## config.mk

```make
export PLATFORM = sky130hd
export DESIGN_NAME = ptc_capture_config
export DESIGN_NICKNAME = d
export VERILOG_FILES = /design/src/core/ptc_pkg.sv /design/src/core/ptc_capture_config.sv /design/src/core/ptc_capture_unit.sv
export SDC_FILE = /design/constraint.sdc
export NUM_CORES = 1
export LEC_CHECK = 0
export BUFFER_PORTS_ARGS = -buffer_cell sky130_fd_sc_hd__buf_4
export CAP_MARGIN = 10
export CORE_AREA = 3 3 437 439
export DETAILED_ROUTE_END_ITERATION = 6
export DIE_AREA = 0 0 440 442
export PLACE_DENSITY = 0.38
export SKIP_CTS_REPAIR_TIMING = 1
export SLEW_MARGIN = 20
export SYNTH_ARGS = -nofsm -noshare
export SYNTH_HDL_FRONTEND = slang
export SYNTH_SLANG_ARGS = --single-unit
```

## constraint.sdc

```tcl
create_clock -name clk -period 8.75 [get_ports clk]
set_clock_uncertainty 0.2 [all_clocks]
set_input_delay 0.4375 -clock clk [delete_from_list [all_inputs] [get_ports clk]]
set_output_delay 0.4375 -clock clk [all_outputs]
set_load 0.01 [all_outputs]
```

## src/core/ptc_pkg.sv

```systemverilog
// Package for the timestamp capture configuration block: register map,
// field positions, reset values, PTP addresses and shared decode functions.
// Assumes a 32-bit word register port and synchronous frame event inputs.
`default_nettype none

package ptc_pkg;

    // ****************************************************************
    // Register map
    // ****************************************************************
    localparam int PTC_ADDR_W = 12;
    localparam logic [11:0] PTC_OFS_AUX_UPPER = 12'h18C;
    localparam logic [11:0] PTC_OFS_AUX_LOWER = 12'h190;
    localparam logic [11:0] PTC_OFS_CONFIG = 12'h194;
    localparam logic [11:0] PTC_OFS_INT_STATUS = 12'h1A0;
    localparam logic [11:0] PTC_OFS_INT_ENABLE = 12'h1A4;
    localparam logic [11:0] PTC_OFS_INT_CLEAR = 12'h1A8;

    // ****************************************************************
    // Configuration register fields and reset values
    // ****************************************************************
    localparam int PTC_BIT_P2_MASTER = 31;
    localparam int PTC_BIT_P2_ADDR_EN_HI = 30;
    localparam int PTC_BIT_P2_ADDR_EN_LO = 26;
    localparam int PTC_BIT_P2_LOCK_RX = 25;
    localparam int PTC_BIT_P2_LOCK_TX = 24;
    localparam int PTC_BIT_P1_MASTER = 23;
    localparam int PTC_BIT_P1_ADDR_EN_HI = 22;
    localparam int PTC_BIT_P1_ADDR_EN_LO = 18;
    localparam int PTC_BIT_P1_LOCK_RX = 17;
    localparam int PTC_BIT_P1_LOCK_TX = 16;
    localparam logic [31:0] PTC_CONFIG_RESET = 32'h4343_4000;
    localparam logic [15:0] PTC_AUX_UPPER_RESET = 16'h0000;
    localparam logic [31:0] PTC_AUX_LOWER_RESET = 32'h0000_0000;

    // Address enable vector: [4] primary, [3:1] alternates one..three, [0] custom
    localparam int PTC_EN_PRIMARY = 4;
    localparam int PTC_EN_ALT_ONE = 3;
    localparam int PTC_EN_ALT_TWO = 2;
    localparam int PTC_EN_ALT_THREE = 1;
    localparam int PTC_EN_CUSTOM = 0;

    localparam logic [47:0] PTC_MAC_PRIMARY = 48'h0100_5E00_0181;
    localparam logic [47:0] PTC_MAC_ALT_ONE = 48'h0100_5E00_0182;
    localparam logic [47:0] PTC_MAC_ALT_TWO = 48'h0100_5E00_0183;
    localparam logic [47:0] PTC_MAC_ALT_THREE = 48'h0100_5E00_0184;

    // PTP message type codes
    localparam logic [3:0] PTC_MSG_SYNC = 4'h0;
    localparam logic [3:0] PTC_MSG_DELAY_REQ = 4'h1;

    // ****************************************************************
    // Capture units: index also is the interrupt status bit
    // ****************************************************************
    localparam int PTC_NUM_UNITS = 4;
    localparam int PTC_UNIT_P2_RX = 0;
    localparam int PTC_UNIT_P2_TX = 1;
    localparam int PTC_UNIT_P1_RX = 2;
    localparam int PTC_UNIT_P1_TX = 3;

    typedef struct packed {
        logic valid;
        logic [47:0] destAddr;
        logic [3:0] msgType;
        logic [47:0] sourceUniqueIdentifier;
        logic [15:0] seqId;
    } ptc_frame_s;

    typedef struct packed {
        logic [63:0] clockValue;
        logic [47:0] sourceUniqueIdentifier;
        logic [15:0] seqId;
    } ptc_capture_s;

    localparam ptc_capture_s PTC_CAPTURE_RESET = '0;

    // ****************************************************************
    // Shared decode functions
    // ****************************************************************
    function automatic logic ptc_addr_hit(input logic [47:0] dest, input logic [4:0] en,
                                          input logic [47:0] aux);
        ptc_addr_hit = (en[PTC_EN_PRIMARY] && dest == PTC_MAC_PRIMARY)
                     || (en[PTC_EN_ALT_ONE] && dest == PTC_MAC_ALT_ONE)
                     || (en[PTC_EN_ALT_TWO] && dest == PTC_MAC_ALT_TWO)
                     || (en[PTC_EN_ALT_THREE] && dest == PTC_MAC_ALT_THREE)
                     || (en[PTC_EN_CUSTOM] && dest == aux);
    endfunction

    // Master captures Sync out and Delay_Req in; slave the reverse
    function automatic logic ptc_type_hit(input logic master, input logic isTx,
                                          input logic [3:0] msgType);
        logic [3:0] want;
        want = (master == isTx) ? PTC_MSG_SYNC : PTC_MSG_DELAY_REQ;
        ptc_type_hit = (msgType == want);
    endfunction

endpackage

`default_nettype wire

```

## src/core/ptc_capture_config.sv

```systemverilog
// Timestamp capture configuration and capture control for ports 2 and 1.
// Assumes frame events arrive as one-cycle valid pulses, synchronous to clk,
// and the free-running PTP clock value is supplied from outside.
//
// Contract
// [RULE_01] Port 2 master: capture Sync tx, Delay_Req rx
// [RULE_02] Port 2 slave: capture Delay_Req tx, Sync rx
// [RULE_03] Port 1 role bit selects same behaviour
// [RULE_04] Port 2 primary address enable, resets set
// [RULE_05] Port 2 alternate one enable, resets clear
// [RULE_06] Port 2 alternate two enable, resets clear
// [RULE_07] Port 2 alternate three enable, resets clear
// [RULE_08] Port 2 custom address enable, resets clear
// [RULE_09] Port 2 rx lock keeps pending capture
// [RULE_10] Port 2 tx lock keeps pending capture
// [RULE_11] Rx lock off: new capture overwrites
// [RULE_12] Config register at 194h, fully read/write
// [RULE_13] Auxiliary address is upper16 plus lower32
// [RULE_14] Only enabled destination addresses trigger capture
//
// Decided for this implementation: strobed register access.
`default_nettype none

module ptc_capture_config
    import ptc_pkg::*;
(
    // Clock and reset
    input wire logic clk,
    input wire logic rst_n,
    // Register port
    input wire logic [PTC_ADDR_W-1:0] regAddr,
    input wire logic [31:0] regWrData,
    input wire logic regWr,
    input wire logic regRd,
    output logic [31:0] regRdData,
    // Time base
    input wire logic [63:0] ptpClock,
    // Frame events, indexed by capture unit
    input wire ptc_frame_s [PTC_NUM_UNITS-1:0] frameIn,
    // Capture results
    output ptc_capture_s [PTC_NUM_UNITS-1:0] capture,
    output logic [PTC_NUM_UNITS-1:0] captureEvent,
    // Interrupt
    output logic irq
);

    // ****************************************************************
    // Register state
    // ****************************************************************
    logic [31:0] config_r;
    logic [31:0] config_nxt;
    logic [15:0] auxUpper_r;
    logic [15:0] auxUpper_nxt;
    logic [31:0] auxLower_r;
    logic [31:0] auxLower_nxt;
    logic [PTC_NUM_UNITS-1:0] intStatus_r;
    logic [PTC_NUM_UNITS-1:0] intStatus_nxt;
    logic [PTC_NUM_UNITS-1:0] intEnable_r;
    logic [PTC_NUM_UNITS-1:0] intEnable_nxt;
    logic [31:0] rdData_r;
    logic [31:0] rdData_nxt;
    logic [PTC_NUM_UNITS-1:0] event_r;
    logic [PTC_NUM_UNITS-1:0] event_nxt;

    // ****************************************************************
    // Decoded configuration
    // ****************************************************************
    logic [47:0] auxAddr;
    logic port2MasterSelect;
    logic port1MasterSelect;
    logic port2PrimaryAddrEnable;
    logic port2AlternateOneEnable;
    logic port2AlternateTwoEnable;
    logic port2AlternateThreeEnable;
    logic port2CustomAddrEnable;
    logic [4:0] port2AddrEnables;
    logic [4:0] port1AddrEnables;
    logic [PTC_NUM_UNITS-1:0] unitMaster;
    logic [PTC_NUM_UNITS-1:0] unitIsTx;
    logic [PTC_NUM_UNITS-1:0] unitLock;
    logic [PTC_NUM_UNITS-1:0] hit;
    logic [PTC_NUM_UNITS-1:0] store;
    logic [PTC_NUM_UNITS-1:0] clearMask;
    ptc_capture_s [PTC_NUM_UNITS-1:0] captureIn;

    assign auxAddr = {auxUpper_r, auxLower_r}; // RULE_13

    assign port2MasterSelect = config_r[PTC_BIT_P2_MASTER];
    assign port1MasterSelect = config_r[PTC_BIT_P1_MASTER];
    assign port2PrimaryAddrEnable = config_r[PTC_BIT_P2_ADDR_EN_HI];
    assign port2AlternateOneEnable = config_r[PTC_BIT_P2_ADDR_EN_HI - 1];
    assign port2AlternateTwoEnable = config_r[PTC_BIT_P2_ADDR_EN_HI - 2];
    assign port2AlternateThreeEnable = config_r[PTC_BIT_P2_ADDR_EN_HI - 3];
    assign port2CustomAddrEnable = config_r[PTC_BIT_P2_ADDR_EN_LO];

    assign port2AddrEnables = {
        port2PrimaryAddrEnable,    // RULE_04
        port2AlternateOneEnable,   // RULE_05
        port2AlternateTwoEnable,   // RULE_06
        port2AlternateThreeEnable, // RULE_07
        port2CustomAddrEnable      // RULE_08
    };
    assign port1AddrEnables = config_r[PTC_BIT_P1_ADDR_EN_HI:PTC_BIT_P1_ADDR_EN_LO];

    // ****************************************************************
    // Per-unit role, direction and lock
    // ****************************************************************
    always_comb begin
        unitMaster = '0;
        unitIsTx = '0;
        unitLock = '0;
        unitMaster[PTC_UNIT_P2_RX] = port2MasterSelect; // RULE_01
        unitMaster[PTC_UNIT_P2_TX] = port2MasterSelect; // RULE_02
        unitMaster[PTC_UNIT_P1_RX] = port1MasterSelect; // RULE_03
        unitMaster[PTC_UNIT_P1_TX] = port1MasterSelect; // RULE_03
        unitIsTx[PTC_UNIT_P2_TX] = 1'b1;
        unitIsTx[PTC_UNIT_P1_TX] = 1'b1;
        unitLock[PTC_UNIT_P2_RX] = config_r[PTC_BIT_P2_LOCK_RX];
        unitLock[PTC_UNIT_P2_TX] = config_r[PTC_BIT_P2_LOCK_TX];
        unitLock[PTC_UNIT_P1_RX] = config_r[PTC_BIT_P1_LOCK_RX];
        unitLock[PTC_UNIT_P1_TX] = config_r[PTC_BIT_P1_LOCK_TX];
    end

    // ****************************************************************
    // Capture decision
    // ****************************************************************
    // The lock only blocks overwriting; the event still reports, so
    // software sees that a later message was missed while it was busy.
    always_comb begin
        hit = '0;
        store = '0;
        for (int u = 0; u < PTC_NUM_UNITS; u++) begin
            hit[u] = frameIn[u].valid
                && ptc_addr_hit(frameIn[u].destAddr,
                    (u < PTC_UNIT_P1_RX) ? port2AddrEnables : port1AddrEnables,
                    auxAddr) // RULE_14
                && ptc_type_hit(unitMaster[u], unitIsTx[u], frameIn[u].msgType); // RULE_01
            store[u] = hit[u] && !(unitLock[u] && intStatus_r[u]); // RULE_09 RULE_10 RULE_11
        end
    end

    always_comb begin
        for (int u = 0; u < PTC_NUM_UNITS; u++) begin
            captureIn[u].clockValue = ptpClock;
            captureIn[u].sourceUniqueIdentifier = frameIn[u].sourceUniqueIdentifier;
            captureIn[u].seqId = frameIn[u].seqId;
        end
    end

    for (genvar g = 0; g < PTC_NUM_UNITS; g++) begin : gen_unit
        ptc_capture_unit u_store (
            .clk(clk),
            .rst_n(rst_n),
            .store(store[g]),
            .dataIn(captureIn[g]),
            .capture(capture[g])
        );
    end

    // ****************************************************************
    // Configuration register
    // ****************************************************************
    always_comb begin
        config_nxt = config_r;
        if (regWr && regAddr == PTC_OFS_CONFIG) begin
            config_nxt = regWrData; // RULE_12
        end
    end

    always_ff @(posedge clk or negedge rst_n) begin
        if (!rst_n) begin
            config_r <= PTC_CONFIG_RESET; // RULE_04 RULE_05 RULE_09 RULE_10
        end else begin
            config_r <= config_nxt;
        end
    end

    // ****************************************************************
    // Auxiliary address
    // ****************************************************************
    always_comb begin
        auxUpper_nxt = auxUpper_r;
        auxLower_nxt = auxLower_r;
        if (regWr && regAddr == PTC_OFS_AUX_UPPER) begin
            auxUpper_nxt = regWrData[15:0]; // RULE_13
        end
        if (regWr && regAddr == PTC_OFS_AUX_LOWER) begin
            auxLower_nxt = regWrData; // RULE_13
        end
    end

    // Halves are written apart, so a half-updated address can match briefly
    always_ff @(posedge clk or negedge rst_n) begin
        if (!rst_n) begin
            auxUpper_r <= PTC_AUX_UPPER_RESET;
            auxLower_r <= PTC_AUX_LOWER_RESET;
        end else begin
            auxUpper_r <= auxUpper_nxt;
            auxLower_r <= auxLower_nxt;
        end
    end

    // ****************************************************************
    // Interrupt status, enable and clear
    // ****************************************************************
    always_comb begin
        intEnable_nxt = intEnable_r;
        clearMask = '0;
        if (regWr && regAddr == PTC_OFS_INT_ENABLE) begin
            intEnable_nxt = regWrData[PTC_NUM_UNITS-1:0];
        end
        if (regWr && regAddr == PTC_OFS_INT_CLEAR) begin
            clearMask = regWrData[PTC_NUM_UNITS-1:0];
        end
        // A capture in the clearing cycle keeps its bit set
        intStatus_nxt = (intStatus_r & ~clearMask) | hit;
    end

    always_ff @(posedge clk or negedge rst_n) begin
        if (!rst_n) begin
            intStatus_r <= '0;
            intEnable_r <= '0;
        end else begin
            intStatus_r <= intStatus_nxt;
            intEnable_r <= intEnable_nxt;
        end
    end

    // ****************************************************************
    // Capture event pulse
    // ****************************************************************
    always_comb begin
        event_nxt = hit;
    end

    always_ff @(posedge clk or negedge rst_n) begin
        if (!rst_n) begin
            event_r <= '0;
        end else begin
            event_r <= event_nxt;
        end
    end

    // ****************************************************************
    // Register reads, data one cycle after the strobe
    // ****************************************************************
    always_comb begin
        rdData_nxt = '0;
        if (regRd) begin
            unique case (regAddr)
                PTC_OFS_CONFIG: rdData_nxt = config_r; // RULE_12
                PTC_OFS_AUX_UPPER: rdData_nxt = {16'h0000, auxUpper_r};
                PTC_OFS_AUX_LOWER: rdData_nxt = auxLower_r;
                PTC_OFS_INT_STATUS: rdData_nxt[PTC_NUM_UNITS-1:0] = intStatus_r;
                PTC_OFS_INT_ENABLE: rdData_nxt[PTC_NUM_UNITS-1:0] = intEnable_r;
                default: rdData_nxt = '0;
            endcase
        end
    end

    always_ff @(posedge clk or negedge rst_n) begin
        if (!rst_n) begin
            rdData_r <= '0;
        end else begin
            rdData_r <= rdData_nxt;
        end
    end

    assign regRdData = rdData_r;
    assign captureEvent = event_r;
    assign irq = |(intStatus_r & intEnable_r);

endmodule

`default_nettype wire

```

## src/core/ptc_capture_unit.sv

```systemverilog
// One capture store: holds clock, source identifier and sequence id.
// Assumes the caller has already applied address, role and lock decisions.
`default_nettype none

module ptc_capture_unit
    import ptc_pkg::*;
(
    // Clock and reset
    input wire logic clk,
    input wire logic rst_n,
    // Capture request
    input wire logic store,
    input wire ptc_capture_s dataIn,
    // Stored values
    output ptc_capture_s capture
);

    ptc_capture_s capture_r;
    ptc_capture_s capture_nxt;

    always_comb begin
        capture_nxt = capture_r;
        if (store) begin
            capture_nxt = dataIn;
        end
    end

    always_ff @(posedge clk or negedge rst_n) begin
        if (!rst_n) begin
            capture_r <= PTC_CAPTURE_RESET;
        end else begin
            capture_r <= capture_nxt;
        end
    end

    assign capture = capture_r;

endmodule

`default_nettype wire

```

==> impl_summary.log <==
[metrics] fraction of met2 tracks used by global routing: 0.283
[metrics] arithmetic-cell share of the synthesized area counting full adders, half adders and majority gates: 0
[metrics] post-route minimum period: 4.34 ns
[metrics] Primary FF master, synth: dfrtp_1
[metrics] DRT Pass-1 Iters: 5
[metrics] wirelength, routed: 155000 µm
[metrics] fraction of power consumed by combinational cells: 0.087
[metrics] CP endpoint kind: flip-flop
[metrics] Seq/Total Area, Yosys: 0.557
[metrics] vias: 23101
[metrics] vias per cell: 3.80
[metrics] post-DR wirelength/cell: 25.5 µm
[metrics] setup TNS after final layout: 0 ns
[metrics] chain of cells forming the critical path: dlygate4sd3_1 > buf_4 > nor4b_1 > dlygate4sd3_1 > nand2_1 > a21o_1 > or3_1 > o32ai_4 > buf_4 > buf_4 > mux2_2
[metrics] Critical Path Start Type: input pin
[metrics] number of antenna violations at the first check in global routing: 66
[metrics] share of cell area taken by muxes after synthesis: 0.259
[metrics] result of the run: complete, no violations
[metrics] Post-Syn Nets: 2597
[metrics] CP max stage cell: buf_4
[metrics] synthesized-area fraction occupied by xor and xnor cells: 0.0548
[metrics] count of cells along the worst register-to-register path: 8
[metrics] area delta synth->final: 61.1%
[metrics] synth cell count leaders: 629 x dfrtp_1, 341 x mux2_2, 127 x mux2_1
[metrics] starting utilization of the core area: 0.152
[metrics] count of maximum capacitance violations: 0
[metrics] final setup violating endpoints: 0
[metrics] hold_sp: regWr
[metrics] main combinational cell family by area after synthesis: multiplexers
[metrics] Clk network pwr share: 0.495
[metrics] height of the chip: 442 µm
[metrics] pin count of the biggest net entering global routing: 148
[metrics] internal power consumption: 5310 µW
[metrics] CTS tree: built
[metrics] layout cells sized above 1: 0.497
[metrics] unrepaired setup endpoints after global routing: false
[metrics] top cell type's share of synthesized area: 0.551
[metrics] Flop pwr share: 0.418
[metrics] synthesized netlist cell count: 2017
[metrics] fraction of the cycle the final worst path needs: 0.496
[metrics] Slew HR: 0.336
[metrics] met3 Track Usage GR: 0.0404
[metrics] count of nets left with antenna violations after detail routing: 0
[metrics] Die W: 440 µm
[metrics] arrival time reported for the critical path endpoint: 4.71 ns
[metrics] DRC viols: 0
[metrics] total power after layout: 7060 µW
[metrics] WS Path Type: in2reg
[metrics] I/O pin count: 1129
[metrics] FF+latch count, synth: 636
[metrics] grt ovf: 0
[metrics] top post-synthesis cells by area: dfrtp_1 55%, mux2_2 13%, mux2_4 6.3%
[metrics] Slew Limit Fails: 0
[metrics] longest individual stage delay on the worst path: 0.65 ns
[metrics] setup slack of the most critical reg-to-reg path: 4.48 ns
[metrics] number of DRC markers in iteration 0: 1130
[metrics] hold worst-path end: config_r[31]
[metrics] std cell rows: 159
[metrics] worst supply voltage drop on vdd: 132 µV
[metrics] switching share of power: 0.247
[metrics] core region area: 188000 µm²
[metrics] count of input and output buffers: 1128
[metrics] Top cell by count, worst path: buf_4
[metrics] H-Tree Depth: 3
[metrics] latest clock arrival within the worst-skew pair: 0.70 ns
[metrics] first-pass GRT wire length: 204000 µm
[metrics] Power per Cell Area: 153 nW/µm²
[metrics] clock tree buffer depth: 3
[metrics] clock slew at the register clock pins of the worst setup and hold paths: 0.06 ns
[metrics] CTS buffer count: 83
[metrics] CTS sink count: 636
[metrics] net load switching power: 1750 µW
[metrics] simple-gate portion of the synthesized area: 0.0733
[metrics] total number of nets in the final design: 4076
[metrics] transition time at the pin with the least slew margin: 0.994 ns
[metrics] standby leakage power: 0.0228 µW
[metrics] number of enable-type register cells in the synthesized netlist: 0
[metrics] area leader, netlist: dfrtp_1
[metrics] Netlist Area Pre-Place: 28600 µm²
[metrics] source of the worst register-to-register timing path: auxUpper_r[3]
[metrics] global routing met1 resource utilization: 0.160
[metrics] Compound-Gate Fraction of Synth Area: 0.0213
[metrics] worst hold path stage count: 3
[metrics] Synth cell types: 62
[metrics] layer with the highest usage: met2
[metrics] fmax: 231 MHz
[metrics] overall track demand over capacity in global routing: 0.152
[metrics] number of global-route vias before repair: 23244
[metrics] Data required, critical path: 9.12 ns
[metrics] cell at the root of the clock tree: clkbuf_16
[metrics] kind of path behind the tightest hold check: in2reg
[metrics] count of final hold-check violations: 0
[metrics] Async S/R FF share, synth: 1.00
[metrics] biggest fanout along the worst timing path: 46
[metrics] most numerous cell in the Yosys netlist: dfrtp_1
[metrics] last weighted congestion value of the routability-driven placer: 0.896
[metrics] Reg2Reg Capture Point: gen_unit[2].u_store.capture[12]
[metrics] Total Die Area: 194000 µm²
[metrics] synth warn: 0
[metrics] mean instance size in the synthesized netlist: 14.2 µm²
[metrics] estimated wirelength of the detail-placed design: 122000 µm
==> metal layers <==
layer,part of all wire,vias to the layer above
met5,0.00029,-
met4,0.036,6
met3,0.057,303
met2,0.54,955
met1,0.37,11644
li1,-,10193
==> area by class of cell <==
| type | instances | area, µm² |
|---|---|---|
| fillers | 19905 | 142000 |
| flip-flops and latches | 636 | 15900 |
| inverters | 20 | 75.1 |
| clock buffers | 123 | 2460 |
| diodes | 17 | 42.5 |
| well taps | 2495 | 3120 |
| repair buffers | 1519 | 12400 |
| multi-input cells | 1236 | 11700 |
| clock inverters | 30 | 318 |
==> through the flow <==
stage / setup WS (ns) / cell area, µm² / instances / hold slack [ns] / util
final: 4.41 / 46100 / 6076 / 0.0465 / 0.245
after global routing: 4.33 / 46000 / 6071 / 0.00136 / 0.245
after CTS: 4.43 / 42400 / 5695 / -0.495 / 0.226
after detailed placement: 4.45 / 39600 / 5542 / 0.276 / 0.211
after global placement: 4.47 / 39600 / 5542 / 0.270 / 0.211
after floorplan: 5.93 / 28600 / 2017 / -0.0581 / -
==> cell families (layout without fill, tap and decap cells) <==
kind of cell    after synthesis  after routing
compound gates               88             88
other cells                   0             17
flops                       636            636
mux                         620            620
simple gates                350            350
xor+xnor                    178            178
buf+inv                     145           1692
==> registers in the layout (all words and copies together), names as in the netlist <==
register                  count
intEnable_r                   4
gen_unit.u_store.capture    512
captureEvent                  4
config_r                     32
auxUpper_r                   16
regRdData                    32
auxLower_r                   32
intStatus_r                   4
==> critical path: cells and delay by family <==
kind	cells	cell delay, ns
buffers and inverters	5	2.30
and+or+nand+nor	3	0.77
AOI/OAI and AO/OA	2	0.61
muxes	1	0.41
==> cells in the final DEF (no fill, tap or decap), drive strengths merged, types with 44 or more instances in the layout <==
master / instances
nor2: 44
clkbuf: 123
nand2: 50
xnor2: 56
dlygate4sd3: 364
nor4: 60
buf: 1155
dfrtp: 629
xor2: 122
mux2: 588
==> worst max path at each step <==
| stage | start | endpoint | cells after the start |
|---|---|---|---|
| 4_1_cts | auxUpper_r[3] | gen_unit[2].u_store.capture[12] | 8 |
| 3_5_place_dp | auxUpper_r[3] | gen_unit[2].u_store.capture[11] | 8 |
| 2_1_floorplan | auxUpper_r[2] | gen_unit[1].u_store.capture[100] | 9 |
| 3_3_place_gp | frameIn[65] | gen_unit[0].u_store.capture[102] | 9 |
| 6_report | frameIn[300] | gen_unit[2].u_store.capture[12] | 11 |
| 5_1_grt | auxUpper_r[3] | gen_unit[2].u_store.capture[7] | 8 |
==> power by group through the flow <==
stage,Clock [µW],Sequential (µW),Combinational (µW)
after floorplan,0,3000,79.0
after global placement,0,3000,482
after detailed placement,0,3000,479
after CTS,3640,2950,481
after global routing,3750,2950,656
final,3500,2950,615
Power figures use the tool's default switching activity.
